--- src/common/dsc_defines.svh ---
// Purpose: Constants of the line-status and chain-control register bank
// Assumes: AXI4-Lite with 32-bit data, byte address = index times four
// Notes:   Included by the package and the design
//
// Overview of operation
// Link error sticks until software writes zero
// Frame lock flag mirrors link lock, read-only
// Loop current level in 6 mA steps
// International support identifier is read-only
// Line-side revision code is read-only
// Receive boost bit adds 6 dB gain
// Transmit cut bit adds 3 dB attenuation
// Software clears legacy bits using extended gains
// Follower count selects zero to seven followers
// Four or more followers need short spacing
// Receive word format selects 16/15-bit words
// Frame syncs every 32 or 16 serial clocks
// Followers need short spacing; master mode 1
// Ring polarity bit sets ring output level
// Chain enable repurposes ring and sync pins
// Chain enable low ignores other chain bits
// Chain reset value depends on serial mode
// Read-only writes ignored, reserved bits read zero
`ifndef DSC_DEFINES_SVH
`define DSC_DEFINES_SVH

// ************************************************
// Register map
// ************************************************
`define DSC_IDX_LINE_STATUS  8'h0c
`define DSC_IDX_REV_GAIN     8'h0d
`define DSC_IDX_CHAIN_CTL    8'h0e
`define DSC_ADDR_LINE_STATUS 8'(`DSC_IDX_LINE_STATUS * 8'h04)
`define DSC_ADDR_REV_GAIN    8'(`DSC_IDX_REV_GAIN * 8'h04)
`define DSC_ADDR_CHAIN_CTL   8'(`DSC_IDX_CHAIN_CTL * 8'h04)
`define DSC_ADDR_INT_STATUS  8'h40
`define DSC_ADDR_INT_CLEAR   8'h44
`define DSC_ADDR_INT_ENABLE  8'h48

// ************************************************
// Fields
// ************************************************
`define DSC_BIT_LINK_ERR     7
`define DSC_BIT_RX_BOOST     1
`define DSC_BIT_TX_CUT       0
`define DSC_INT_LINK_ERR     0
`define DSC_INT_LOCK_LOST    1
`define DSC_INT_RING         2

// ************************************************
// Reset values and timing
// ************************************************
`define DSC_CHAIN_RST_M01    8'h02
`define DSC_CHAIN_RST_M2     8'h3f
`define DSC_SERIAL_MODE2     2'h2
`define DSC_FRAME_LONG       6'h20
`define DSC_FRAME_SHORT      6'h10
`define DSC_RESP_OKAY        2'h0
`define DSC_RESP_SLVERR      2'h2

`endif

--- src/common/dsc_pkg.sv ---
// Purpose: Types shared by the register bank
// Assumes: Constants come from dsc_defines.svh
// Notes:   Line inputs travel as one bundle through the synchroniser
`include "dsc_defines.svh"
package dsc_pkg;

    typedef struct packed {
        logic       fault;
        logic       lock;
        logic [3:0] loopLevel;
        logic       intlSupport;
        logic [3:0] revision;
        logic       ring;
    } dsc_line_in_type;

    typedef struct packed {
        logic       enable;
        logic [2:0] followerCount;
        logic [1:0] rxWordFormat;
        logic       shortSpacing;
        logic       ringPolarity;
    } dsc_chain_cfg_type;

    typedef struct packed {
        dsc_line_in_type lineS1;
        dsc_line_in_type lineS2;
        logic [1:0]      modeS1;
        logic [1:0]      modeS2;
        logic [1:0]      startCnt;
        logic            sclkS1;
        logic            sclkS2;
        logic            sclkS3;
        logic            linkErr;
        logic            rxBoost;
        logic            txCut;
        logic [7:0]      chainCtl;
        logic [2:0]      intStat;
        logic [2:0]      intEn;
        logic            lockPrev;
        logic            ringPrev;
        logic [5:0]      frameCnt;
        logic            framePulse;
        logic            ringPin;
        logic            awHeld;
        logic            wHeld;
        logic [7:0]      awAddr;
        logic [7:0]      wData;
        logic            wLane0;
        logic            bValid;
        logic [1:0]      bResp;
        logic            rValid;
        logic [7:0]      rData;
        logic [1:0]      rResp;
    } dsc_state_type;

endpackage

--- src/design/dsc_reg_bank.sv ---
// Purpose: Line status, line-side revision/gain and chain control registers
// Assumes: AXI4-Lite slave on clk_sys; line pins are asynchronous
// Notes:   Serial clock is sampled, not used as a clock
`timescale 1ns/1ns
`include "dsc_defines.svh"
module dsc_reg_bank
    import dsc_pkg::*;
#(
    parameter int ADDR_W = 8
) (
    input  wire logic              clk_sys,         // System clock, 250 MHz
    input  wire logic              rst_b,           // Async reset, active low
    input  wire logic [ADDR_W-1:0] s_axi_awaddr,    // Write address
    input  wire logic              s_axi_awvalid,   // Write address valid
    output logic                   s_axi_awready,   // Write address ready
    input  wire logic [31:0]       s_axi_wdata,     // Write data
    input  wire logic [3:0]        s_axi_wstrb,     // Write byte strobes
    input  wire logic              s_axi_wvalid,    // Write data valid
    output logic                   s_axi_wready,    // Write data ready
    output logic [1:0]             s_axi_bresp,     // Write response
    output logic                   s_axi_bvalid,    // Write response valid
    input  wire logic              s_axi_bready,    // Write response ready
    input  wire logic [ADDR_W-1:0] s_axi_araddr,    // Read address
    input  wire logic              s_axi_arvalid,   // Read address valid
    output logic                   s_axi_arready,   // Read address ready
    output logic [31:0]            s_axi_rdata,     // Read data
    output logic [1:0]             s_axi_rresp,     // Read response
    output logic                   s_axi_rvalid,    // Read data valid
    input  wire logic              s_axi_rready,    // Read data ready
    input  wire dsc_line_in_type   lineIn,          // Line-side status pins
    input  wire logic              serialClkPin,    // Serial bus clock
    input  wire logic [1:0]        serialModePin,   // Serial mode strap
    input  wire logic              controlIn,       // Control level, unchained
    output logic                   ringOrControlPin, // Ring detect or control
    output logic                   delayedSyncPin,  // Delayed frame sync
    output logic                   rxBoost,         // Receive 6 dB boost
    output logic                   txCut,           // Transmit 3 dB cut
    output dsc_chain_cfg_type      chainCfg,        // Effective chain setup
    output logic                   irq              // Interrupt, active high
);

    // ************************************************
    // Reset release
    // ************************************************
    logic [1:0] rstSync;
    logic       rstSyncB;

    always_ff @(posedge clk_sys or negedge rst_b) begin
        if (!rst_b) begin
            rstSync <= 2'h0;
        end else begin
            rstSync <= {rstSync[0], 1'b1};
        end
    end
    assign rstSyncB = rstSync[1];

    // ************************************************
    // State
    // ************************************************
    dsc_state_type s;
    dsc_state_type n;

    logic       sclkRise;
    logic       wrFire;
    logic       rdFire;
    logic [7:0] rdAddr;
    logic [7:0] rdVal;
    logic [1:0] rdResp;
    logic [1:0] wrResp;
    logic [2:0] intEvents;
    logic [2:0] intClear;
    logic [5:0] framePeriod;
    logic       chainOn;

    assign s_axi_awready = !s.awHeld;
    assign s_axi_wready  = !s.wHeld;
    assign s_axi_arready = !s.rValid;
    assign s_axi_bvalid  = s.bValid;
    assign s_axi_bresp   = s.bResp;
    assign s_axi_rvalid  = s.rValid;
    assign s_axi_rresp   = s.rResp;
    assign s_axi_rdata   = {24'h00_0000, s.rData};

    assign rdAddr   = 8'(s_axi_araddr);
    assign wrFire   = s.awHeld && s.wHeld && !s.bValid;
    assign rdFire   = s_axi_arvalid && !s.rValid;
    assign sclkRise = s.sclkS2 && !s.sclkS3;
    assign chainOn  = s.chainCtl[0];

    // Gates every other chain bit behind the enable
    always_comb begin
        chainCfg = '0;
        if (chainOn) begin
            chainCfg.enable        = 1'b1;
            chainCfg.followerCount = s.chainCtl[7:5];
            chainCfg.rxWordFormat  = s.chainCtl[4:3];
            chainCfg.shortSpacing  = s.chainCtl[2];
            chainCfg.ringPolarity  = s.chainCtl[1];
        end
    end

    assign rxBoost          = s.rxBoost;
    assign txCut            = s.txCut;
    assign ringOrControlPin = s.ringPin;
    assign delayedSyncPin   = s.framePulse;
    assign irq              = |(s.intStat & s.intEn);

    // ************************************************
    // Read decode
    // ************************************************
    always_comb begin
        rdVal  = 8'h00;
        rdResp = `DSC_RESP_OKAY;
        if (rdAddr == `DSC_ADDR_LINE_STATUS) begin
            rdVal = {s.linkErr, s.lineS2.lock, 2'h0,
                     s.lineS2.loopLevel};
        end else if (rdAddr == `DSC_ADDR_REV_GAIN) begin
            rdVal = {1'b0, s.lineS2.intlSupport,
                     s.lineS2.revision,
                     s.rxBoost, s.txCut};
        end else if (rdAddr == `DSC_ADDR_CHAIN_CTL) begin
            // Word format field is write-only
            rdVal = {s.chainCtl[7:5], 2'h0, s.chainCtl[2:0]};
        end else if (rdAddr == `DSC_ADDR_INT_STATUS) begin
            rdVal = {5'h00, s.intStat};
        end else if (rdAddr == `DSC_ADDR_INT_CLEAR) begin
            rdVal = 8'h00;
        end else if (rdAddr == `DSC_ADDR_INT_ENABLE) begin
            rdVal = {5'h00, s.intEn};
        end else begin
            rdResp = `DSC_RESP_SLVERR;
        end
    end

    // ************************************************
    // Write decode response
    // ************************************************
    always_comb begin
        wrResp = `DSC_RESP_SLVERR;
        if (s.awAddr == `DSC_ADDR_LINE_STATUS) begin
            wrResp = `DSC_RESP_OKAY;
        end else if (s.awAddr == `DSC_ADDR_REV_GAIN) begin
            wrResp = `DSC_RESP_OKAY;
        end else if (s.awAddr == `DSC_ADDR_CHAIN_CTL) begin
            wrResp = `DSC_RESP_OKAY;
        end else if (s.awAddr == `DSC_ADDR_INT_STATUS) begin
            wrResp = `DSC_RESP_OKAY;
        end else if (s.awAddr == `DSC_ADDR_INT_CLEAR) begin
            wrResp = `DSC_RESP_OKAY;
        end else if (s.awAddr == `DSC_ADDR_INT_ENABLE) begin
            wrResp = `DSC_RESP_OKAY;
        end
    end

    // ************************************************
    // Interrupt sources
    // ************************************************
    always_comb begin
        intEvents = 3'h0;
        intEvents[`DSC_INT_LINK_ERR]  = s.lineS2.fault && !s.linkErr;
        intEvents[`DSC_INT_LOCK_LOST] = s.lockPrev && !s.lineS2.lock;
        intEvents[`DSC_INT_RING]      = s.lineS2.ring && !s.ringPrev;
        intClear = 3'h0;
        if (wrFire && s.wLane0 && s.awAddr == `DSC_ADDR_INT_CLEAR) begin
            intClear = s.wData[2:0];
        end
    end

    assign framePeriod = chainCfg.shortSpacing ? `DSC_FRAME_SHORT
                                               : `DSC_FRAME_LONG;

    // ************************************************
    // Next state
    // ************************************************
    always_comb begin
        n = s;

        // Synchronisers; first stage feeds only the second
        n.lineS1 = lineIn;
        n.lineS2 = s.lineS1;
        n.modeS1 = serialModePin;
        n.modeS2 = s.modeS1;
        n.sclkS1 = serialClkPin;
        n.sclkS2 = s.sclkS1;
        n.sclkS3 = s.sclkS2;
        n.lockPrev = s.lineS2.lock;
        n.ringPrev = s.lineS2.ring;

        // Strap settles through the synchroniser before capture
        if (s.startCnt != 2'h3) begin
            n.startCnt = s.startCnt + 2'h1;
            if (s.startCnt == 2'h2) begin
                if (s.modeS2 == `DSC_SERIAL_MODE2) begin
                    n.chainCtl = `DSC_CHAIN_RST_M2;
                end else begin
                    n.chainCtl = `DSC_CHAIN_RST_M01;
                end
            end
        end

        // Write address and data taken in either order
        if (s_axi_awvalid && !s.awHeld) begin
            n.awHeld = 1'b1;
            n.awAddr = 8'(s_axi_awaddr);
        end
        if (s_axi_wvalid && !s.wHeld) begin
            n.wHeld  = 1'b1;
            n.wData  = s_axi_wdata[7:0];
            n.wLane0 = s_axi_wstrb[0];
        end
        if (s.bValid && s_axi_bready) begin
            n.bValid = 1'b0;
        end

        if (wrFire) begin
            n.awHeld = 1'b0;
            n.wHeld  = 1'b0;
            n.bValid = 1'b1;
            n.bResp  = wrResp;
            if (s.wLane0) begin
                if (s.awAddr == `DSC_ADDR_REV_GAIN) begin
                    n.rxBoost = s.wData[`DSC_BIT_RX_BOOST];
                    n.txCut   = s.wData[`DSC_BIT_TX_CUT];
                end else if (s.awAddr == `DSC_ADDR_CHAIN_CTL) begin
                    n.chainCtl = s.wData;
                end else if (s.awAddr == `DSC_ADDR_INT_ENABLE) begin
                    n.intEn = s.wData[2:0];
                end
            end
        end

        // Sticky link error; a fault wins over a clearing write
        if (wrFire && s.wLane0 && s.awAddr == `DSC_ADDR_LINE_STATUS
            && !s.wData[`DSC_BIT_LINK_ERR]) begin
            n.linkErr = 1'b0;
        end
        if (s.lineS2.fault) begin
            n.linkErr = 1'b1;
        end

        n.intStat = (s.intStat & ~intClear) | intEvents;

        // Read channel
        if (s.rValid && s_axi_rready) begin
            n.rValid = 1'b0;
        end
        if (rdFire) begin
            n.rValid = 1'b1;
            n.rData  = rdVal;
            n.rResp  = rdResp;
        end

        // Frame sync spacing counted in serial clock periods
        if (sclkRise) begin
            n.framePulse = 1'b0;
            if (s.frameCnt >= framePeriod - 6'h01) begin
                n.frameCnt   = 6'h00;
                n.framePulse = chainOn;
            end else begin
                n.frameCnt = s.frameCnt + 6'h01;
            end
        end
        if (!chainOn) begin
            n.framePulse = 1'b0;
        end

        // Ring detect only when chained; otherwise a control level
        if (chainOn) begin
            n.ringPin = chainCfg.ringPolarity ? s.lineS2.ring
                                              : !s.lineS2.ring;
        end else begin
            n.ringPin = controlIn;
        end
    end

    // ************************************************
    // Registers
    // ************************************************
    always_ff @(posedge clk_sys or negedge rstSyncB) begin
        if (!rstSyncB) begin
            s          <= '0;
            s.chainCtl <= `DSC_CHAIN_RST_M01;
            s.bResp    <= `DSC_RESP_OKAY;
            s.rResp    <= `DSC_RESP_OKAY;
        end else begin
            s <= n;
        end
    end

endmodule

--- config.mk ---
export PLATFORM = sky130hd
export DESIGN_NAME = dsc_reg_bank
export DESIGN_NICKNAME = d
export VERILOG_FILES = /design/src/common/dsc_pkg.sv /design/src/design/dsc_reg_bank.sv
export VERILOG_INCLUDE_DIRS = /design/src /design/src/common
export SDC_FILE = /design/constraint.sdc
export NUM_CORES = 1
export LEC_CHECK = 0
export BUFFER_PORTS_ARGS = -buffer_cell sky130_fd_sc_hd__buf_2
export CORE_MARGIN = 10
export CORE_UTILIZATION = 52
export CTS_BUF_LIST = sky130_fd_sc_hd__clkbuf_8
export CTS_CLUSTER_DIAMETER = 50
export DETAILED_ROUTE_END_ITERATION = 8
export PLACE_DENSITY = 0.82
export SLEW_MARGIN = 20
export SYNTH_ARGS = -nofsm -noshare
export SYNTH_HDL_FRONTEND = slang
export SYNTH_SLANG_ARGS = --single-unit
--- constraint.sdc ---
create_clock -name clk_sys -period 3.9 [get_ports clk_sys]
set_clock_uncertainty 0.2 [all_clocks]
set_input_delay 0.585 -clock clk_sys [delete_from_list [all_inputs] [get_ports clk_sys]]
set_output_delay 0.585 -clock clk_sys [all_outputs]
set_load 0.02 [all_outputs]
# After elaboration in Yosys (flattened, before gate mapping)
# Index checks and enable logic that the tools add are counted.
# W data, S select, Z words.
# op_classes
muxes	43
add_sub_neg	3
reduce_logical	33
magnitude_cmp	1
eq_ne	16
bitwise	6
# ops
op	n
$mux W8	10
$eq A8 B6 Y1 const B	6
$eq A8 B7 Y1 const B	6
$mux W2	13
$mux W6	3
$logic_and A1 B1 Y1	15
$mux W3	5
$mux W1	11
$mux W11	1
$logic_not A1 Y1	10
$reduce_bool A2 Y1	5
$add A6 B1 Y6 const B	1
$and A3 B3 Y3	2
$ge A6 B6 Y1	1
$sub A6 B1 Y6 const B	1
$reduce_and A5 Y1	1
$eq A2 B2 Y1 const B	2
$not A3 Y3	1
$or A3 B3 Y3	1
$reduce_and A3 Y1	1
$reduce_or A3 Y1	1
$add A2 B1 Y2 const B	1
$ne A2 B1 Y1 const B	1
$ne A2 B2 Y1 const B	1
$not A1 Y1	2
# totals
output_inout_bits	54
inputBits	75
register_bits	95

# Longest topological paths before layout
# depth
depth_word	8
depth_mapped	7
mapped_depth_nobuf	6

# Least setup slack after synthesis
# OpenSTA, ideal clock, no wires.
# synth_path
path_kind	input to register
from	input s_axi_araddr[5]
to	register s, in the netlist s_axi_rresp[1]
arrival_time_ps	1685
t_required_ps	3564
path_buffers	0
path_stages	4
slack_ps	1879
path_cell_list	nor4b_1 > nor2_1 > a2111oi_0 > o21ai_0
# synth_between
elab_chain_len	7
elab_cells_between_ends	12
classes_between	eq/ne (6); mux (6)
# synth_rtl
item	line	source
start: declaration	dsc_reg_bank.sv:23	input wire logic [ADDR_W-1:0] s_axi_araddr,
$eq A8 B7 Y1 (no line)	n/a	
$mux W2	dsc_reg_bank.sv:128	end else if (rdAddr == `DSC_ADDR_INT_ENABLE) begin
$mux W2	dsc_reg_bank.sv:126	end else if (rdAddr == `DSC_ADDR_INT_CLEAR) begin
$mux W2	dsc_reg_bank.sv:124	end else if (rdAddr == `DSC_ADDR_INT_STATUS) begin
$mux W2	dsc_reg_bank.sv:121	end else if (rdAddr == `DSC_ADDR_CHAIN_CTL) begin
$mux W2	dsc_reg_bank.sv:117	end else if (rdAddr == `DSC_ADDR_REV_GAIN) begin
$mux W2 (*)	dsc_reg_bank.sv:114	if (rdAddr == `DSC_ADDR_LINE_STATUS) begin
end signal: assignment	dsc_reg_bank.sv:286	s <= n;
end: declaration	dsc_reg_bank.sv:60	dsc_state_type s;
# Mark *: on every way between the ends. The rest lies on a longest branch, timed or not.
# A chain may end at the register's enable or synchronous reset.

==> report_table.html <==
<table>
<tr><th>Metric</th><th>Value</th></tr>
<tr><th colspan="2">Run status</th></tr>
<tr><td>Outcome</td><td>finished, final reports clean</td></tr>
<tr><th colspan="2">Final layout</th></tr>
<tr><td>Layout overhead on the synthesized area</td><td>13.4%</td></tr>
<tr><td>Area occupied by multi-input gates</td><td>1350 µm²</td></tr>
<tr><td>Area of all sequential standard cells</td><td>2330 µm²</td></tr>
<tr><td>Net count reported at finish</td><td>477</td></tr>
<tr><td>Diode insertion count for antenna repair</td><td>0</td></tr>
<tr><td>Leading cell type in the layout, fill and taps excluded</td><td>sky130_fd_sc_hd__dfrtp_1</td></tr>
<tr><td>Final-layout fill cell count</td><td>591</td></tr>
<tr><td>Share of layout cells above drive strength 1</td><td>31.3%</td></tr>
<tr><td>Highest-count cells in the layout ignoring fill and taps</td><td>91 x sky130_fd_sc_hd__dfrtp_1, 75 x sky130_fd_sc_hd__buf_2, 29 x sky130_fd_sc_hd__nand2_1, 27 x sky130_fd_sc_hd__conb_1, 23 x sky130_fd_sc_hd__mux2_2</td></tr>
<tr><th colspan="2">Floorplanning</th></tr>
<tr><td>Initial core utilization</td><td>between 50 and 60%</td></tr>
<tr><td>Chip Width</td><td>107 µm</td></tr>
<tr><td>Area of the die</td><td>about 12000 µm²</td></tr>
<tr><td>I/O pin total</td><td>129</td></tr>
<tr><td>Height of the die</td><td>between 100 and 150 µm</td></tr>
<tr><td>Core area</td><td>between 7000 and 8000 µm²</td></tr>
<tr><td>Num rows</td><td>31</td></tr>
<tr><th colspan="2">Global routing</th></tr>
<tr><td>Maximum number of pins on one net before global-route repair</td><td>92</td></tr>
<tr><td>First-pass GRT wire length</td><td>between 10000 and 15000 µm</td></tr>
<tr><td>Vias in the first global route</td><td>2674</td></tr>
<tr><td>Overflow left after global routing</td><td>0</td></tr>
<tr><td>All-layer global routing usage</td><td>13.7%</td></tr>
<tr><td>Initial antenna violation count</td><td>0</td></tr>
<tr><th colspan="2">CTS</th></tr>
<tr><td>H-tree depth</td><td>3</td></tr>
<tr><td>Clock tree from TritonCTS</td><td>yes</td></tr>
<tr><td>Clock network latency to the later pin of the worst-skew pair</td><td>0.35 ns</td></tr>
<tr><td>Library cell used as clock root buffer</td><td>sky130_fd_sc_hd__clkbuf_8</td></tr>
<tr><td>Number of buffers on the longest clock path</td><td>2</td></tr>
<tr><td>Number of sinks on the clock net</td><td>just over 90</td></tr>
<tr><td>Clock Pin Slew Worst Setup and Hold Paths</td><td>roughly 0.090 ns</td></tr>
<tr><td>Cts repair resizes</td><td>0</td></tr>
<tr><td>Clock buffer count from CTS</td><td>9</td></tr>
<tr><th colspan="2">STA</th></tr>
<tr><td>Final worst hold slack</td><td>0.0601 ns</td></tr>
<tr><td>Total count of hold-check failures in the final report</td><td>0</td></tr>
<tr><td>Highest achievable clock rate</td><td>451 MHz</td></tr>
<tr><td>Period minus WS final</td><td>2.22 ns</td></tr>
<tr><td>Unrepaired setup endpoints after global routing</td><td>false</td></tr>
<tr><td>Total Negative Setup Slacks</td><td>0 ns</td></tr>
<tr><td>Final clock period utilization by the worst path</td><td>~57%</td></tr>
<tr><td>Final count of negative-setup-slack endpoints</td><td>0</td></tr>
<tr><td>Max Slew Vio Count</td><td>0</td></tr>
<tr><td>Slew HR</td><td>38.7%</td></tr>
<tr><td>Worst Max-Slew Pin Slew</td><td>between 0.9 and 1 ns</td></tr>
<tr><th colspan="2">Power</th></tr>
<tr><td>Worst VDD drop</td><td>0.368 mV</td></tr>
<tr><td>Ratio of total power to cell area</td><td>561 nW/µm²</td></tr>
<tr><td>Leakage dissipation</td><td>between 2 and 2.5 nW</td></tr>
<tr><td>Pwr Total</td><td>between 0.002 and 0.003 W</td></tr>
<tr><th colspan="2">Worst setup path</th></tr>
<tr><td>Critical path buffers and inverters</td><td>0</td></tr>
<tr><td>CP top delay family</td><td>simple AND/OR/NAND/NOR gates</td></tr>
<tr><td>Worst flop-to-flop path startpoint</td><td>s[24]</td></tr>
<tr><td>CP max stage cell</td><td>sky130_fd_sc_hd__nor4_4</td></tr>
<tr><td>FF-to-FF path depth</td><td>3</td></tr>
<tr><td>Depth of the critical timing path with buffers and inverters included</td><td>3</td></tr>
<tr><td>Cells along the critical path</td><td>or4b_4 -&gt; nor4_4 -&gt; o21ai_0</td></tr>
<tr><td>Critical-path maximum fanout</td><td>16</td></tr>
<tr><td>Required time of the critical path</td><td>3.91 ns</td></tr>
<tr><td>CP startpoint kind</td><td>register</td></tr>
<tr><td>Worst Path Arrival</td><td>2.23 ns</td></tr>
<tr><td>Beginning of the critical path</td><td>s[24]</td></tr>
<tr><td>Largest incremental delay on the critical path</td><td>between 0.6 and 0.7 ns</td></tr>
<tr><td>Worst Setup End Kind</td><td>register</td></tr>
<tr><td>Crit Path Category</td><td>register to register</td></tr>
<tr><th colspan="2">Yosys</th></tr>
<tr><td>Average instance area after synthesis</td><td>11.9 µm²</td></tr>
<tr><td>Synth Warn #</td><td>0</td></tr>
<tr><td>Top FF cell, synth</td><td>sky130_fd_sc_hd__dfrtp_1</td></tr>
<tr><td>Number of distinct standard cells referenced by the synthesized netlist</td><td>52</td></tr>
<tr><td>Mapped Cells</td><td>~330</td></tr>
<tr><td>Sequential element share of the synthesized area</td><td>58.7%</td></tr>
<tr><td>Synth Register Bits</td><td>93</td></tr>
<tr><td>Number of flops mapped to enable cells by yosys</td><td>0</td></tr>
<tr><td>Post-Synthesis Cell Area</td><td>3960 µm²</td></tr>
<tr><td>Share of async-settable or async-resettable flops after synthesis</td><td>100%</td></tr>
<tr><th colspan="2">Routing</th></tr>
<tr><td>Total detailed-routing wirelength</td><td>7740 µm</td></tr>
<tr><td>Total number of vias</td><td>2544</td></tr>
<tr><td>Residual antenna-violating net count after detailed routing</td><td>0</td></tr>
<tr><td>Number of violations reported at the end of detailed-routing iteration 0</td><td>87</td></tr>
<tr><td>Average wire length per cell after detail routing</td><td>roughly 15 µm</td></tr>
<tr><td>Detailed Routing Iterations Pass 1</td><td>5</td></tr>
<tr><td>DRC Markers</td><td>0</td></tr>
<tr><td>Routed via count divided by cell count</td><td>5.07</td></tr>
<tr><th colspan="2">Placed design</th></tr>
<tr><td>Placed wire-length estimate</td><td>just under 6000 µm</td></tr>
<tr><td>Weighted congestion reported at the end of routability-driven placement</td><td>0.805</td></tr>
<tr><td>I/O Buffers</td><td>75</td></tr>
<tr><th colspan="2">Worst hold path</th></tr>
<tr><td>Worst Hold Class</td><td>register to asynchronous set/reset pin</td></tr>
<tr><th colspan="2">Run</th></tr>
<tr><td>Maximum Capacitance Violations</td><td>0</td></tr>
</table>
-- what timing repair did --
action,in CTS,in global routing
setup buffers,0,0
hold buffers,1,0
hold endpoints to repair,2,0
-- per-layer routing --
metal | global-route usage [%] | up-vias | share of wire [%]
li1 | - | 1218 | -
met1 | 17.5 | 1239 | 44
met2 | 20.9 | 82 | 46
met3 | 5.51 | 5 | 8.5
met4 | 4.06 | 0 | 0.81
met5 | 0 | - | 0
-- synthesized netlist by cell type, types with 2 or more instances --
cell type | number | area [µm²]
sky130_fd_sc_hd__a211oi_1 | 2 | 15.0
sky130_fd_sc_hd__a21oi_1 | 13 | 65.1
sky130_fd_sc_hd__a22o_1 | 3 | 26.3
sky130_fd_sc_hd__a31oi_1 | 2 | 12.5
sky130_fd_sc_hd__and2_1 | 7 | 43.8
sky130_fd_sc_hd__and3_1 | 2 | 12.5
sky130_fd_sc_hd__buf_4 | 39 | 293
sky130_fd_sc_hd__clkbuf_1 | 8 | 30.0
sky130_fd_sc_hd__conb_1 | 2 | 7.51
sky130_fd_sc_hd__dfrtp_1 | 92 | 2300
sky130_fd_sc_hd__ha_1 | 4 | 50.1
sky130_fd_sc_hd__inv_1 | 11 | 41.3
sky130_fd_sc_hd__mux2_2 | 23 | 259
sky130_fd_sc_hd__mux2i_1 | 6 | 60.1
sky130_fd_sc_hd__nand2_1 | 29 | 109
sky130_fd_sc_hd__nand2b_1 | 4 | 25.0
sky130_fd_sc_hd__nand3_1 | 7 | 35.0
sky130_fd_sc_hd__nand3b_1 | 3 | 22.5
sky130_fd_sc_hd__nor2_1 | 5 | 18.8
sky130_fd_sc_hd__nor2b_1 | 4 | 25.0
sky130_fd_sc_hd__nor3_1 | 3 | 15.0
sky130_fd_sc_hd__nor3b_1 | 3 | 22.5
sky130_fd_sc_hd__nor4b_1 | 2 | 17.5
sky130_fd_sc_hd__o21a_1 | 2 | 15.0
sky130_fd_sc_hd__o21ai_0 | 18 | 90.1
sky130_fd_sc_hd__o31a_1 | 2 | 17.5
sky130_fd_sc_hd__o31ai_1 | 7 | 52.6
sky130_fd_sc_hd__o41ai_1 | 2 | 17.5
sky130_fd_sc_hd__or3_1 | 3 | 18.8
sky130_fd_sc_hd__xnor2_1 | 2 | 17.5
-- metrics by stage --
stage	instances	setup slack, ns	util (%)	instance area, µm²
2_1_floorplan	357	0.919	-	4060
5_1_grt	502	1.53	61.3	4500
6_report	502	1.68	61.3	4500
3_3_place_gp	484	1.49	57.8	4230
3_5_place_dp	484	1.42	57.8	4230
4_1_cts	501	1.69	60.9	4470
-- kinds of logic (layout without fill, tap and decap cells) --
kind of cell	Yosys count	in the layout	synth area share [%]
AOI/OAI and AO/OA	58	58	9.47
xor gates and xnor gates	2	2	0.442
adders and majority gates	4	4	1.26
buffers and inverters	59	105	9.47
DFF	93	93	58.7
muxes	29	29	8.05
other	2	27	0.189
and+or+nand+nor	85	85	12.4
-- registers in the layout, summed over array words and instances, names as in the netlist --
signal and flops:
rstSync 2, n 18, s_axi_rresp 1, s 56, ringOrControlPin 1, s_axi_bvalid 1, delayedSyncPin 1, txCut 1
chainOn 1, s_axi_bresp 1, s_axi_rvalid 1, s_axi_rdata 8, rxBoost 1
-- power by group --
group | switching (W) | leakage (nW) | internal, W
registers | 0.000164 | 1.11 | 0.00115
clock network | 0.000320 | 0.112 | 0.000377
logic | 0.000269 | 0.956 | 0.000244
total | 0.000753 | 2.18 | 0.00177
-- cell type report --
class | instances | area share (%)
flip-flops and latches | 93 | 51.9
multi-input cells | 205 | 30.1
repair buffers | 78 | 9.35
clock buffers | 10 | 3.06
well taps | 99 | 2.76
clock inverters | 6 | 1.92
inverters | 11 | 0.918
-- worst paths after layout --
| kind | to | slack [ns] |
|---|---|---|
| max in group asynchronous | s[50] | 2.77 |
| min in group clk_sys | n[61] | 0.13 |
| max | s[53] | 1.68 |
| max reg2reg | s[53] | 1.68 |
| min reg2reg | rxBoost | 0.06 |
| min | rxBoost | 0.06 |
Note: power is estimated with default switching activity, not from simulation.
